===== src/fpr_defines.vh =====
/*
 * Constants of the fan PWM slope and ramp block: register indices, field
 * positions, reset values, PWM rates, span reciprocals and ramp timing.
 * Included by fpr_fan_ctrl.v and by the bench; definitions only.
 */
//
// What this block does
// - 3-bit code picks PWM rate, default 35.3 Hz
// - Enabled channel at/above limit+0.25C drives pin low
// - Pin stays asserted until temperature at/below limit
// - Each pin assertion lasts one full monitoring cycle; here a mid-cycle enable-bit write starts or ends it at once
// - Enable bit zero: pin never driven, input only
// - 4-bit span code sets duty slope, default 32C
// - 3-bit code picks ramp step 1..48 per slot
// - Channel 1 duty ramps toward new target gradually
// - Ramping on channel 1 only when enable set
// - Grouping set: speed inputs 2,3,4 follow output 3
// - Grouping clear: only inputs 3,4 follow output 3
// - Channel 1 below start-hyst: zero or minimum duty
// - Channel 2 below start-hyst: zero or minimum duty
// - Channel 3 below start-hyst: zero or minimum duty
// - Ramp register resets zero, locked ignores writes
// - Config registers reset 0xC4, locked ignore writes
// - Above start: minimum duty, rising along span
`ifndef FPR_DEFINES_VH
`define FPR_DEFINES_VH

// ****************************************************************
// Register indices (byte address is four times the index)
// ****************************************************************
`define FPR_IDX_CFG1 8'h5F
`define FPR_IDX_CFG2 8'h60
`define FPR_IDX_CFG3 8'h61
`define FPR_IDX_RAMP 8'h62
`define FPR_IDX_CTRL 8'h70
`define FPR_IDX_STAT 8'h71
`define FPR_IDX_MASK 8'h72

// ****************************************************************
// Reset values and field positions
// ****************************************************************
`define FPR_CFG_RST 8'hC4
`define FPR_RAMP_RST 8'h00
`define FPR_RATE_LSB 0
`define FPR_OT_BIT 3
`define FPR_SPAN_LSB 4
`define FPR_STEP_LSB 0
`define FPR_REN_BIT 3
`define FPR_GRP_BIT 4
`define FPR_FLOOR_LSB 5
`define FPR_LOCK_BIT 0
`define FPR_NSTAT 4

// ****************************************************************
// PWM rates in tenths of a hertz, 256 steps per PWM period
// ****************************************************************
`define FPR_CLK_HZ 10000000
`define FPR_PWM_STEPS 256
`define FPR_R0 110
`define FPR_R1 147
`define FPR_R2 221
`define FPR_R3 294
`define FPR_R4 353
`define FPR_R5 441
`define FPR_R6 588
`define FPR_R7 882

// ****************************************************************
// Span reciprocals, 1024 / span in degrees
// ****************************************************************
`define FPR_RCP_SHIFT 10
`define FPR_RCP0 10'd512
`define FPR_RCP1 10'd410
`define FPR_RCP2 10'd307
`define FPR_RCP3 10'd256
`define FPR_RCP4 10'd205
`define FPR_RCP5 10'd154
`define FPR_RCP6 10'd128
`define FPR_RCP7 10'd102
`define FPR_RCP8 10'd77
`define FPR_RCP9 10'd64
`define FPR_RCPA 10'd51
`define FPR_RCPB 10'd38
`define FPR_RCPC 10'd32
`define FPR_RCPD 10'd26
`define FPR_RCPE 10'd19
`define FPR_RCPF 10'd13

// ****************************************************************
// Ramp timing: 35 s for one count per slot over 171 duty counts
// ****************************************************************
`define FPR_RAMP_FULL_MS 35000
`define FPR_RAMP_COUNTS 171
`define FPR_CYC_PER_MS 10000

`endif


===== src/fpr_fan_ctrl.v =====
/*
 * Three-channel fan PWM: rate select, temperature-to-duty slope,
 * overtemperature pin, channel 1 duty ramp, speed-input grouping,
 * with a classic Wishbone slave for its registers.
 * Assumes temperatures, limits, start points, hysteresis and minimum
 * duties come from neighbouring logic, and monitor_cycle_in pulses
 * once at the end of each monitoring cycle.
 */
// Register access over Wishbone is this design's own decision.
`timescale 1ns/1ps
`include "fpr_defines.vh"

module fpr_fan_ctrl #(
    parameter RAMP_SLOT_CYCLES =
        `FPR_RAMP_FULL_MS * `FPR_CYC_PER_MS / `FPR_RAMP_COUNTS
) (
    input wire clk_in,
    input wire rst_n_in,
    input wire wb_cyc_in,
    input wire wb_stb_in,
    input wire wb_we_in,
    input wire [31:0] wb_adr_in,
    input wire [31:0] wb_dat_in,
    input wire [3:0] wb_sel_in,
    output reg [31:0] wb_dat_out,
    output reg wb_ack_out,
    output wire irq_out,
    input wire monitor_cycle_in,
    input wire [2:0] auto_mode_in,
    input wire [23:0] manual_duty_in,
    input wire [29:0] temp_in,
    input wire [23:0] crit_limit_in,
    input wire [23:0] fan_start_temp_in,
    input wire [23:0] hyst_in,
    input wire [23:0] min_duty_in,
    input wire overtemp_pin_in,
    output wire overtemp_pin_out,
    output wire overtemp_pin_oe_out,
    input wire fan_speed_input_2_in,
    input wire fan_speed_input_3_in,
    input wire fan_speed_input_4_in,
    output wire [2:0] speed_gate_out,
    output wire [2:0] speed_sample_out,
    output wire fan_drive_out_1_out,
    output wire fan_drive_out_2_out,
    output wire fan_drive_out_3_out
);

    // ****************************************************************
    // Register file
    // ****************************************************************
    reg [7:0] cfg_q [0:2];
    reg [7:0] ramp_q;
    reg lock_q;
    reg [`FPR_NSTAT-1:0] stat_q;
    reg [`FPR_NSTAT-1:0] mask_q;
    reg [`FPR_NSTAT-1:0] stat_d;
    reg [7:0] rd_d;
    wire [7:0] idx = wb_adr_in[9:2];
    wire req = wb_cyc_in & wb_stb_in;
    wire wr_go = req & wb_ack_out & wb_we_in & wb_sel_in[0];
    wire rd_stat = req & wb_ack_out & ~wb_we_in & (idx == `FPR_IDX_STAT);
    wire [`FPR_NSTAT-1:0] evt;

    // Read mux; unmapped indices read as zero
    always @* begin
        case (idx)
            `FPR_IDX_CFG1: rd_d = cfg_q[0];
            `FPR_IDX_CFG2: rd_d = cfg_q[1];
            `FPR_IDX_CFG3: rd_d = cfg_q[2];
            `FPR_IDX_RAMP: rd_d = ramp_q;
            `FPR_IDX_CTRL: rd_d = {7'h00, lock_q};
            `FPR_IDX_STAT: rd_d = {{(8-`FPR_NSTAT){1'b0}}, stat_q};
            `FPR_IDX_MASK: rd_d = {{(8-`FPR_NSTAT){1'b0}}, mask_q};
            default: rd_d = 8'h00;
        endcase
    end

    // Read clears only the bits it returned, so an event caught between
    // data capture and ack is not lost; a same-cycle event survives
    always @* begin
        stat_d = rd_stat ? stat_q & ~wb_dat_out[`FPR_NSTAT-1:0] : stat_q;
        stat_d = stat_d | evt;
    end

    // Ack one cycle after the request, dropped the cycle after;
    // writes land on the edge where the master sees ack
    always @(posedge clk_in) begin
        if (!rst_n_in) begin
            wb_ack_out <= 1'b0;
            wb_dat_out <= 32'h0000_0000;
            cfg_q[0] <= `FPR_CFG_RST;
            cfg_q[1] <= `FPR_CFG_RST;
            cfg_q[2] <= `FPR_CFG_RST;
            ramp_q <= `FPR_RAMP_RST;
            lock_q <= 1'b0;
            stat_q <= {`FPR_NSTAT{1'b0}};
            mask_q <= {`FPR_NSTAT{1'b0}};
        end else begin
            wb_ack_out <= req & ~wb_ack_out;
            if (req & ~wb_ack_out)
                wb_dat_out <= {24'h00_0000, rd_d};
            stat_q <= stat_d;
            if (wr_go) begin
                // Locked config and ramp registers drop writes silently
                if (!lock_q) begin
                    case (idx)
                        `FPR_IDX_CFG1: cfg_q[0] <= wb_dat_in[7:0];
                        `FPR_IDX_CFG2: cfg_q[1] <= wb_dat_in[7:0];
                        `FPR_IDX_CFG3: cfg_q[2] <= wb_dat_in[7:0];
                        `FPR_IDX_RAMP: ramp_q <= wb_dat_in[7:0];
                        default: ramp_q <= ramp_q;
                    endcase
                end
                // Lock only sets; reset is the one way out
                if (idx == `FPR_IDX_CTRL)
                    lock_q <= lock_q | wb_dat_in[`FPR_LOCK_BIT];
                if (idx == `FPR_IDX_MASK)
                    mask_q <= wb_dat_in[`FPR_NSTAT-1:0];
            end
        end
    end

    assign irq_out = |(stat_q & mask_q);

    // ****************************************************************
    // Helper functions: rate divider and span reciprocal
    // ****************************************************************
    function [15:0] rate_div;
        input [2:0] code;
        reg [31:0] dhz;
        reg [31:0] div;
        begin
            case (code)
                3'h0: dhz = `FPR_R0;
                3'h1: dhz = `FPR_R1;
                3'h2: dhz = `FPR_R2;
                3'h3: dhz = `FPR_R3;
                3'h4: dhz = `FPR_R4;
                3'h5: dhz = `FPR_R5;
                3'h6: dhz = `FPR_R6;
                default: dhz = `FPR_R7;
            endcase
            // Slowest rate still fits the 16-bit prescaler
            div = (`FPR_CLK_HZ * 10) / (dhz * `FPR_PWM_STEPS);
            rate_div = div[15:0];
        end
    endfunction

    function [9:0] span_rcp;
        input [3:0] code;
        begin
            case (code)
                4'h0: span_rcp = `FPR_RCP0;
                4'h1: span_rcp = `FPR_RCP1;
                4'h2: span_rcp = `FPR_RCP2;
                4'h3: span_rcp = `FPR_RCP3;
                4'h4: span_rcp = `FPR_RCP4;
                4'h5: span_rcp = `FPR_RCP5;
                4'h6: span_rcp = `FPR_RCP6;
                4'h7: span_rcp = `FPR_RCP7;
                4'h8: span_rcp = `FPR_RCP8;
                4'h9: span_rcp = `FPR_RCP9;
                4'hA: span_rcp = `FPR_RCPA;
                4'hB: span_rcp = `FPR_RCPB;
                4'hC: span_rcp = `FPR_RCPC;
                4'hD: span_rcp = `FPR_RCPD;
                4'hE: span_rcp = `FPR_RCPE;
                default: span_rcp = `FPR_RCPF;
            endcase
        end
    endfunction

    // ****************************************************************
    // Per-channel duty, overtemperature and PWM generation
    // ****************************************************************
    wire [7:0] target [0:2];
    wire [2:0] ot_hit;
    wire [2:0] pwm;
    wire [7:0] ramp_duty;

    genvar ch;
    generate
        for (ch = 0; ch < 3; ch = ch + 1) begin : g_ch
            wire [9:0] t = temp_in[ch*10 +: 10];
            wire [7:0] t_int = t[9:2];
            wire [7:0] lim = crit_limit_in[ch*8 +: 8];
            wire [7:0] st = fan_start_temp_in[ch*8 +: 8];
            wire [7:0] hy = hyst_in[ch*8 +: 8];
            wire [7:0] mn = min_duty_in[ch*8 +: 8];
            wire [7:0] cfg = cfg_q[ch];
            wire floor_en = ramp_q[`FPR_FLOOR_LSB + ch];
            wire [7:0] excess = (t_int > st) ? t_int - st : 8'h00;
            wire [7:0] head = 8'hFF - mn;
            wire [25:0] prod = excess * head *
                               span_rcp(cfg[`FPR_SPAN_LSB +: 4]);
            wire [15:0] inc = prod[`FPR_RCP_SHIFT +: 16];
            wire [16:0] sum = {9'h000, mn} + {1'b0, inc};
            reg run_q;
            reg ot_q;
            reg [7:0] duty_q;
            reg [15:0] pre_q;
            reg [7:0] ph_q;
            reg [7:0] tgt;

            // Fan starts above start temp, stops below start - hyst
            always @(posedge clk_in) begin
                if (!rst_n_in)
                    run_q <= 1'b0;
                else if (t_int > st)
                    run_q <= 1'b1;
                else if ({1'b0, t_int} + {1'b0, hy} < {1'b0, st})
                    run_q <= 1'b0;
            end

            // Auto target: floor below start, slope above
            always @* begin
                if (!auto_mode_in[ch])
                    tgt = manual_duty_in[ch*8 +: 8];
                else if (!run_q)
                    tgt = floor_en ? mn : 8'h00;
                else if (sum[16:8] != 9'h000)
                    tgt = 8'hFF;
                else
                    tgt = sum[7:0];
            end
            assign target[ch] = tgt;

            // Evaluated only at monitor ticks, so an assertion spans
            // at least one full monitoring cycle while its enable bit is left unchanged
            always @(posedge clk_in) begin
                if (!rst_n_in)
                    ot_q <= 1'b0;
                else if (monitor_cycle_in) begin
                    if (t > {lim, 2'b00})
                        ot_q <= 1'b1;
                    else
                        ot_q <= 1'b0;
                end
            end
            assign ot_hit[ch] = ot_q & cfg[`FPR_OT_BIT];

            // Status event on each new assertion by this channel
            reg hit_prev_q;
            always @(posedge clk_in) begin
                if (!rst_n_in)
                    hit_prev_q <= 1'b0;
                else
                    hit_prev_q <= ot_hit[ch];
            end
            assign evt[ch] = ot_hit[ch] & ~hit_prev_q;

            // Registered duty; channel 1 may come from the ramp
            always @(posedge clk_in) begin
                if (!rst_n_in)
                    duty_q <= 8'h00;
                else if (ch == 0)
                    duty_q <= ramp_duty;
                else
                    duty_q <= tgt;
            end

            // Prescaler then 256-step phase counter
            always @(posedge clk_in) begin
                if (!rst_n_in) begin
                    pre_q <= 16'h0000;
                    ph_q <= 8'h00;
                end else if (pre_q + 16'h0001 >=
                             rate_div(cfg[`FPR_RATE_LSB +: 3])) begin
                    pre_q <= 16'h0000;
                    ph_q <= ph_q + 8'h01;
                end else
                    pre_q <= pre_q + 16'h0001;
            end
            // Full scale holds the output high with no gap
            assign pwm[ch] = (duty_q == 8'hFF) | (ph_q < duty_q);
        end
    endgenerate

    assign fan_drive_out_1_out = pwm[0];
    assign fan_drive_out_2_out = pwm[1];
    assign fan_drive_out_3_out = pwm[2];

    // ****************************************************************
    // Overtemperature pin: open drain, driven low only
    // ****************************************************************
    reg pin_in_q;
    assign overtemp_pin_out = 1'b0;
    assign overtemp_pin_oe_out = |ot_hit;

    always @(posedge clk_in) begin
        if (!rst_n_in)
            pin_in_q <= 1'b1;
        else
            pin_in_q <= overtemp_pin_in;
    end

    // External low on the pin while not driving it; bits 0..2 come
    // from the channel loop
    assign evt[3] = pin_in_q & ~overtemp_pin_in & ~overtemp_pin_oe_out;

    // ****************************************************************
    // Channel 1 ramp: step size per slot from the ramp register
    // ****************************************************************
    reg [31:0] slot_q;
    reg [7:0] r_q;
    reg [7:0] step;
    wire slot_tick = (slot_q + 32'h0000_0001 >= RAMP_SLOT_CYCLES);
    wire ramp_on = ramp_q[`FPR_REN_BIT] & auto_mode_in[0];
    wire [8:0] up = {1'b0, r_q} + {1'b0, step};

    always @* begin
        case (ramp_q[`FPR_STEP_LSB +: 3])
            3'h0: step = 8'h01;
            3'h1: step = 8'h02;
            3'h2: step = 8'h03;
            3'h3: step = 8'h04;
            3'h4: step = 8'h08;
            3'h5: step = 8'h0C;
            3'h6: step = 8'h18;
            default: step = 8'h30;
        endcase
    end

    always @(posedge clk_in) begin
        if (!rst_n_in) begin
            slot_q <= 32'h0000_0000;
            r_q <= 8'h00;
        end else begin
            slot_q <= slot_tick ? 32'h0000_0000 : slot_q + 32'h0000_0001;
            if (!ramp_on)
                r_q <= target[0];
            else if (slot_tick) begin
                // Never overshoot the target in either direction
                if (r_q < target[0])
                    r_q <= (up[7:0] > target[0] || up[8]) ?
                           target[0] : up[7:0];
                else if (r_q > target[0])
                    r_q <= (r_q - target[0] < step) ?
                           target[0] : r_q - step;
            end
        end
    end
    assign ramp_duty = r_q;

    // ****************************************************************
    // Speed-input grouping onto output 3
    // ****************************************************************
    // Grouped inputs are only sampled while output 3 is high, since
    // their fans are unpowered in its low phase
    assign speed_gate_out[0] = ramp_q[`FPR_GRP_BIT];
    assign speed_gate_out[1] = 1'b1;
    assign speed_gate_out[2] = 1'b1;
    assign speed_sample_out[0] = fan_speed_input_2_in &
        (~speed_gate_out[0] | pwm[2]);
    assign speed_sample_out[1] = fan_speed_input_3_in & pwm[2];
    assign speed_sample_out[2] = fan_speed_input_4_in & pwm[2];

endmodule // fpr_fan_ctrl


===== config.mk =====
export PLATFORM = sky130hd
export DESIGN_NAME = fpr_fan_ctrl
export DESIGN_NICKNAME = d
export VERILOG_FILES = /design/src/fpr_fan_ctrl.v
export VERILOG_INCLUDE_DIRS = /design/src
export SDC_FILE = /design/constraint.sdc
export NUM_CORES = 2
export LEC_CHECK = 0
export ABC_AREA = 0
export ABC_CLOCK_PERIOD_IN_PS = 38100
export BUFFER_PORTS_ARGS = -buffer_cell sky130_fd_sc_hd__buf_2
export CORE_ASPECT_RATIO = 1.2
export CORE_UTILIZATION = 60
export CTS_BUF_LIST = sky130_fd_sc_hd__clkbuf_4
export CTS_CLUSTER_DIAMETER = 50
export CTS_CLUSTER_SIZE = 30
export DETAILED_ROUTE_END_ITERATION = 7
export PLACE_DENSITY_LB_ADDON = 0.08
export SLEW_MARGIN = 10
export SYNTH_ARGS = -nofsm -noshare
export SYNTH_HDL_FRONTEND = slang
export SYNTH_SLANG_ARGS = --single-unit

===== constraint.sdc =====
create_clock -name clk_in -period 38.1 [get_ports clk_in]
set_input_delay 7.62 -clock clk_in [delete_from_list [all_inputs] [get_ports clk_in]]
set_output_delay 7.62 -clock clk_in [all_outputs]
set_load 0.005 [all_outputs]

# After elaboration in Yosys (flattened, before gate mapping)
# Memory sizes are Yosys's and may differ from the RTL's.
# Index checks and enable logic that the tools add are counted.
op_classes:
  addsub: 22
  mul: 6
  div: 3
  n_lt_le_gt_ge: 20
  n_eq_ne: 36
  muxes: 58
  n_bitwise: 41
  reduce_logical: 21
op_table:
  columns: ["operator", "count"]
  rows:
  - ["10-bit one-hot mux with 7 select lines", 3]
  - ["8-bit 2-to-1 mux", 24]
  - ["27-bit by 32-bit divider with 32-bit output, first input constant", 3]
  - ["16-bit by 10-bit multiplier with 26-bit output", 3]
  - ["24-bit 2-to-1 mux", 3]
  - ["8-bit by 7-bit equality test with 1-bit output, second input constant", 7]
  - ["8-bit one-hot mux with 7 select lines", 1]
  - ["8-bit by 16-bit adder with 17-bit output", 3]
  - ["16-bit by 1-bit adder with 16-bit output, second input constant", 3]
  - ["16-bit >= comparator", 3]
  - ["8-bit by 8-bit multiplier with 16-bit output", 3]
  - ["6-bit one-hot mux with 7 select lines", 1]
  - ["8-bit greater-than comparator", 5]
  - ["8-bit less-than comparator", 5]
  - ["8-bit subtractor", 5]
  - ["8-bit by 8-bit adder with 9-bit output", 4]
  - ["3-bit equality test, second input constant", 12]
  - ["32-bit by 1-bit adder with 32-bit output, second input constant", 1]
  - ["32-bit by 21-bit >= comparator with 1-bit output, second input constant", 1]
  - ["10-bit greater-than comparator", 3]
  - ["9-bit by 8-bit less-than comparator with 1-bit output", 3]
  - ["9-bit nonzero test", 3]
  - ["1-bit 2-to-1 mux", 25]
  - ["8-bit by 1-bit adder with 8-bit output, second input constant", 3]
  - ["21 further kinds", 80]
totals:
  regBits: 172
  ram_bits: 24
  romBits: 480
  input_bits: 231
  out_inout_bits: 45
  word_cells: 238
  n_memories: 4
memory_table:
  columns: ["memory", "depth", "width", "rd", "rd_clocked_by_memory_dff", "write_ports", "line", "source"]
  rows:
  - ["(name not given)", 16, 10, 1, 0, 0, "fpr_fan_ctrl.v:153", "case (code)"]
  - ["(name not given)", 16, 10, 1, 0, 0, "fpr_fan_ctrl.v:153", null]
  - ["(name not given)", 16, 10, 1, 0, 0, "fpr_fan_ctrl.v:153", null]
  - ["cfg_q", 3, 8, 3, 0, 3, "fpr_fan_ctrl.v:52", "reg [7:0] cfg_q [0:2];"]

# Logic depth before layout (Yosys ltp)
logic_depth:
  word_depth: 16
  mapped_depth: 216
  depth_no_buf: 195

# Worst setup path after synthesis
# No wires, ideal clock.
synth_timing:
  path_type: "reg2reg"
  start: "memory cfg_q[1][0], in the netlist cfg_q[0][8]"
  end: "register g_ch[1].ph_q[7]"
  setup_time_ps: 128
  arrival_ps: 37477
  required_time_ps: 37972
  slack_ps: 495
  stages_incl_launch_ff: 204
  path_buffers: 20
  synth_period_minus_slack_ps: 37605
  cell_sequence: "edfxtp_1 > clkbuf_1 > clkbuf_1 > nor2_1 > clkbuf_1 > a21oi_1 > ha_1 > nand2_1 > o31a_1 > o21ai_1 > nand2b_1 > ha_1 > nor4b_1 > and3_1 > a21oi_1 > clkbuf_1 > nand3_1 > o21ai_0 > [168 not listed] > nor2b_1 > o21ai_0 > nand2b_1 > a21oi_1 > nor2b_1 > o21ai_0 > nand2b_1 > a21oi_1 > nor2b_1 > o21ai_0 > nand2b_1 > a21oi_1 > clkbuf_1 > nor2_1 > and3_1 > nand3_1 > xor2_1 > nor2_1"
synth_rtl:
  columns: ["element", "line", "source"]
  rows:
  - ["start: declaration", "fpr_fan_ctrl.v:52", null]
  - ["end signal: assignment", "fpr_fan_ctrl.v:271", "ph_q <= ph_q + 8'h01;"]
  - ["end: declaration", "fpr_fan_ctrl.v:203", "reg [7:0] ph_q;"]

==> flow_summary.toml <==
[drt]
detailroute.via_count = 65400
totalWireLength_mm = 207
drt.antenna.violating_nets = 0
drt_first_pass_iters = 7
routed_wire_length_per_instance_um = 19.8
routed_via_density = 6.26
drtIter0Drc = 5051
residual_drc_count = 0

[grt]
grt_antenna_before_repair = 8
use_met3_pct = 5.22
grt_first_pass_wirelength_mm = 329
grt_max_degree = 66
groute.layer.met1.usage_pct = 44.1
grt_util_met2_pct = 64.9
number_of_global_route_vias_before_repair = 63600
global_route.overflow_total = 0
top_usage_layer = "met2"
groute.usage.overall_pct = 37.3

[logic_synthesis]
post_synth_main_area_contributors = "sky130_fd_sc_hd__ha_1 17%, sky130_fd_sc_hd__fa_1 14%, sky130_fd_sc_hd__nor2_1 5.4%"
yosys.area.top_type_share_pct = 17.0
synth-seq-area-share_pct = 6.42
synth_seq_cells = 196
synth.yosys.warnings = 0
yosys-top-cells-count = "933 x sky130_fd_sc_hd__nor2_1, 884 x sky130_fd_sc_hd__ha_1, 803 x sky130_fd_sc_hd__inv_1"
postSynthCellCount = 8619
synth_enable_flop_cells = 24
synth_area_per_cell_um2 = 7.53
yosys_most_used_dff = "sky130_fd_sc_hd__dfxtp_1"
synthDominantAreaCellType = "sky130_fd_sc_hd__ha_1"
synth-async-reset-ratio_pct = 0
synth_cell_type_count = 133
synthesized_cell_area_um2 = 64900
yosys.cell_count.top_type = "sky130_fd_sc_hd__nor2_1"

[cts]
clk_pin_slew_worst_paths_ns = 0.23
cts-buffers-inserted = 17
h-tree-depth = 4
tritoncts_num_sinks = 196
clk_root_buffer_cell = "sky130_fd_sc_hd__clkbuf_4"
cts_max_path_buffers = 2
clock_tree_from_tritoncts = "yes"
hold_buffers = 0
clock_insertion_delay_worst_skew_ns = 0.86

[run]
count_of_maximum_capacitance_violations = 0

[setup_path]
timing.critical_path.from_type = "flip-flop"
cp.required_ns = 38.87
crit_family = "compound AO/OA/AOI/OAI gates"
worst_setup_path_end_kind = "flip-flop"
worst-path-max-fanout = 33
timing.critical_path.slowest_stage_cell = "sky130_fd_sc_hd__edfxtp_1"
arrival_ns = 36.53
timing.critical_path.buf_inv = 12
timing.critical_path.mode_cell = "sky130_fd_sc_hd__ha_1"
cpPeakStageDelay_ns = 0.58
setup.worst_path.class = "reg2reg"

[hold_path]
holdCritPathClass = "reg2reg"

[timing]
timing.slew.headroom_pct = 15.4
finalSetupViolCount = 0
final.setup_skew_ns = 0.0542
final_max_slew_viol_count = 0
hold-worst-slack_ns = 0.461
fin_tns_setup_ns = 0
report.final.hold_viol_count = 0
setup_slack_ns = 2.34
finalCritPeriodShare_pct = 93.9
worst-slew-pin-transition_ns = 1.26
period_needed_ns = 35.76
max_clock_freq_ghz = 0.0280

[place]
io_buffer_count = 197
place_congestion = 1.04
postPlaceCellArea_um2 = 69700
place.detailed.instances = 10400
dp_hpwl_mm = 168
dp_slack_ns = 1.14

[layout]
final_layout_size_suffix_gt1_share_pct = 11.8
layoutNonFillerInstCount = 10500
finish.net_count = 10600
nFillCells = 9620
finalCoreUtilization_pct = 66.3
area_growth_from_synthesis_to_final_layout_pct = 8.96
final_area_um2 = 70700

[power]
total_power_mw = 5.10
reported_leakage_power_nw = 33.2
pwr_density_cell_nw_per_um2 = 72.1
peakVddDrop_v = 0.000116

[status]
outcome = "finished, final reports clean"

[floorplanning]
rows = 131
initial_core_utilization_pct = 60.8
die_width_um = 302
core_region_area_um2 = 107000
boundaryPins = 276
floorplan.die.height_um = 362
die-area_um2 = 109000
worst register-to-register path: cells and delay by family, from the launching register on:
kind	cells	cell delay, ns
compound gates	85	15.89
buf+inv	12	1.89
fa+ha+maj	18	5.76
simple gates	59	9.06
mux	5	1.80
flops	1	0.58
xor+xnor	4	0.70
cell usage in the layout, fill, tap and decap left out, types with 98 or more instances in the layout:
cell / instances
sky130_fd_sc_hd__xor2_1: 188
sky130_fd_sc_hd__buf_2: 197
sky130_fd_sc_hd__inv_1: 799
sky130_fd_sc_hd__ha_1: 879
sky130_fd_sc_hd__o21a_1: 125
sky130_fd_sc_hd__a31oi_1: 98
sky130_fd_sc_hd__and3_1: 111
sky130_fd_sc_hd__nand2b_1: 237
sky130_fd_sc_hd__a21oi_1: 530
sky130_fd_sc_hd__nand3_1: 191
sky130_fd_sc_hd__xnor2_1: 327
sky130_fd_sc_hd__nor2b_1: 166
sky130_fd_sc_hd__nor2_1: 925
sky130_fd_sc_hd__nand2_1: 731
sky130_fd_sc_hd__o21ai_0: 371
sky130_fd_sc_hd__dfxtp_1: 172
sky130_fd_sc_hd__a21o_1: 197
sky130_fd_sc_hd__fa_1: 447
sky130_fd_sc_hd__buf_4: 463
sky130_fd_sc_hd__nor3_1: 185
report_power, final:
group	internal (mW)	switching [mW]
Clock	0.0343	0.104
Combinational	2.01	2.72
Sequential	0.217	0.00833
Total	2.27	2.83
worst paths after layout:
check,from,to,slack [ns],cells past startpoint
hold reg to reg,pin_in_q,stat_q[3],0.46,2
hold / removal,pin_in_q,stat_q[3],0.46,2
setup / recovery,cfg_q[0][0],g_ch[0].ph_q[6],2.34,183
setup reg to reg,cfg_q[0][0],g_ch[0].ph_q[6],2.34,183
layer usage:
| metal | routed length (um) | up-vias | share of wire [%] |
|---|---|---|---|
| li1 | - | 31100 | - |
| met1 | 81500 | 31100 | 39 |
| met2 | 99200 | 2572 | 48 |
| met3 | 14300 | 635 | 6.9 |
| met4 | 12000 | 10 | 5.8 |
| met5 | 69 | - | 0.033 |
layout make-up:
type	count	area (um2)	share of cell area (%)
Clock inverter	15	211	0.299
Multi-Input combinational cell	7322	56700	80.2
Sequential cell	196	4160	5.89
Clock buffer	17	128	0.181
Antenna cell	2	5.00	0.00708
Tap cell	1396	1750	2.47
Inverter	835	3150	4.46
Timing Repair Buffer	668	4600	6.50
sequential cells by signal, summed over array words and instances (netlist names):
name	count
cfg_q	24
g_ch.duty_q	24
g_ch.hit_prev_q	3
g_ch.ot_q	3
g_ch.ph_q	24
g_ch.pre_q	48
g_ch.run_q	3
lock_q	1
mask_q	4
pin_in_q	1
r_q	8
ramp_q	8
slot_q	32
stat_q	4
wb_ack_out	1
wb_dat_out	8
timing repair:
action / CTS / global route
hold endpoints to repair: 0 / 0
buffers inserted: 0 / 35
setup endpoints to repair: 0 / 72
resized for setup: 0 / 97
kinds of logic (layout without fill, tap and decap cells):
| family | after synthesis | in the layout | share of synthesized area, % |
|---|---|---|---|
| simple gates | 3125 | 3125 | 23.8 |
| compound gates | 2128 | 2128 | 22.0 |
| fa+ha+maj | 1331 | 1331 | 30.8 |
| buf+inv | 1152 | 1535 | 7.07 |
| xor+xnor | 517 | 517 | 7.00 |
| flops | 196 | 196 | 6.42 |
| mux | 168 | 168 | 2.76 |
| other cells | 2 | 55 | 0.0116 |
Power figures use the tool's default switching activity.
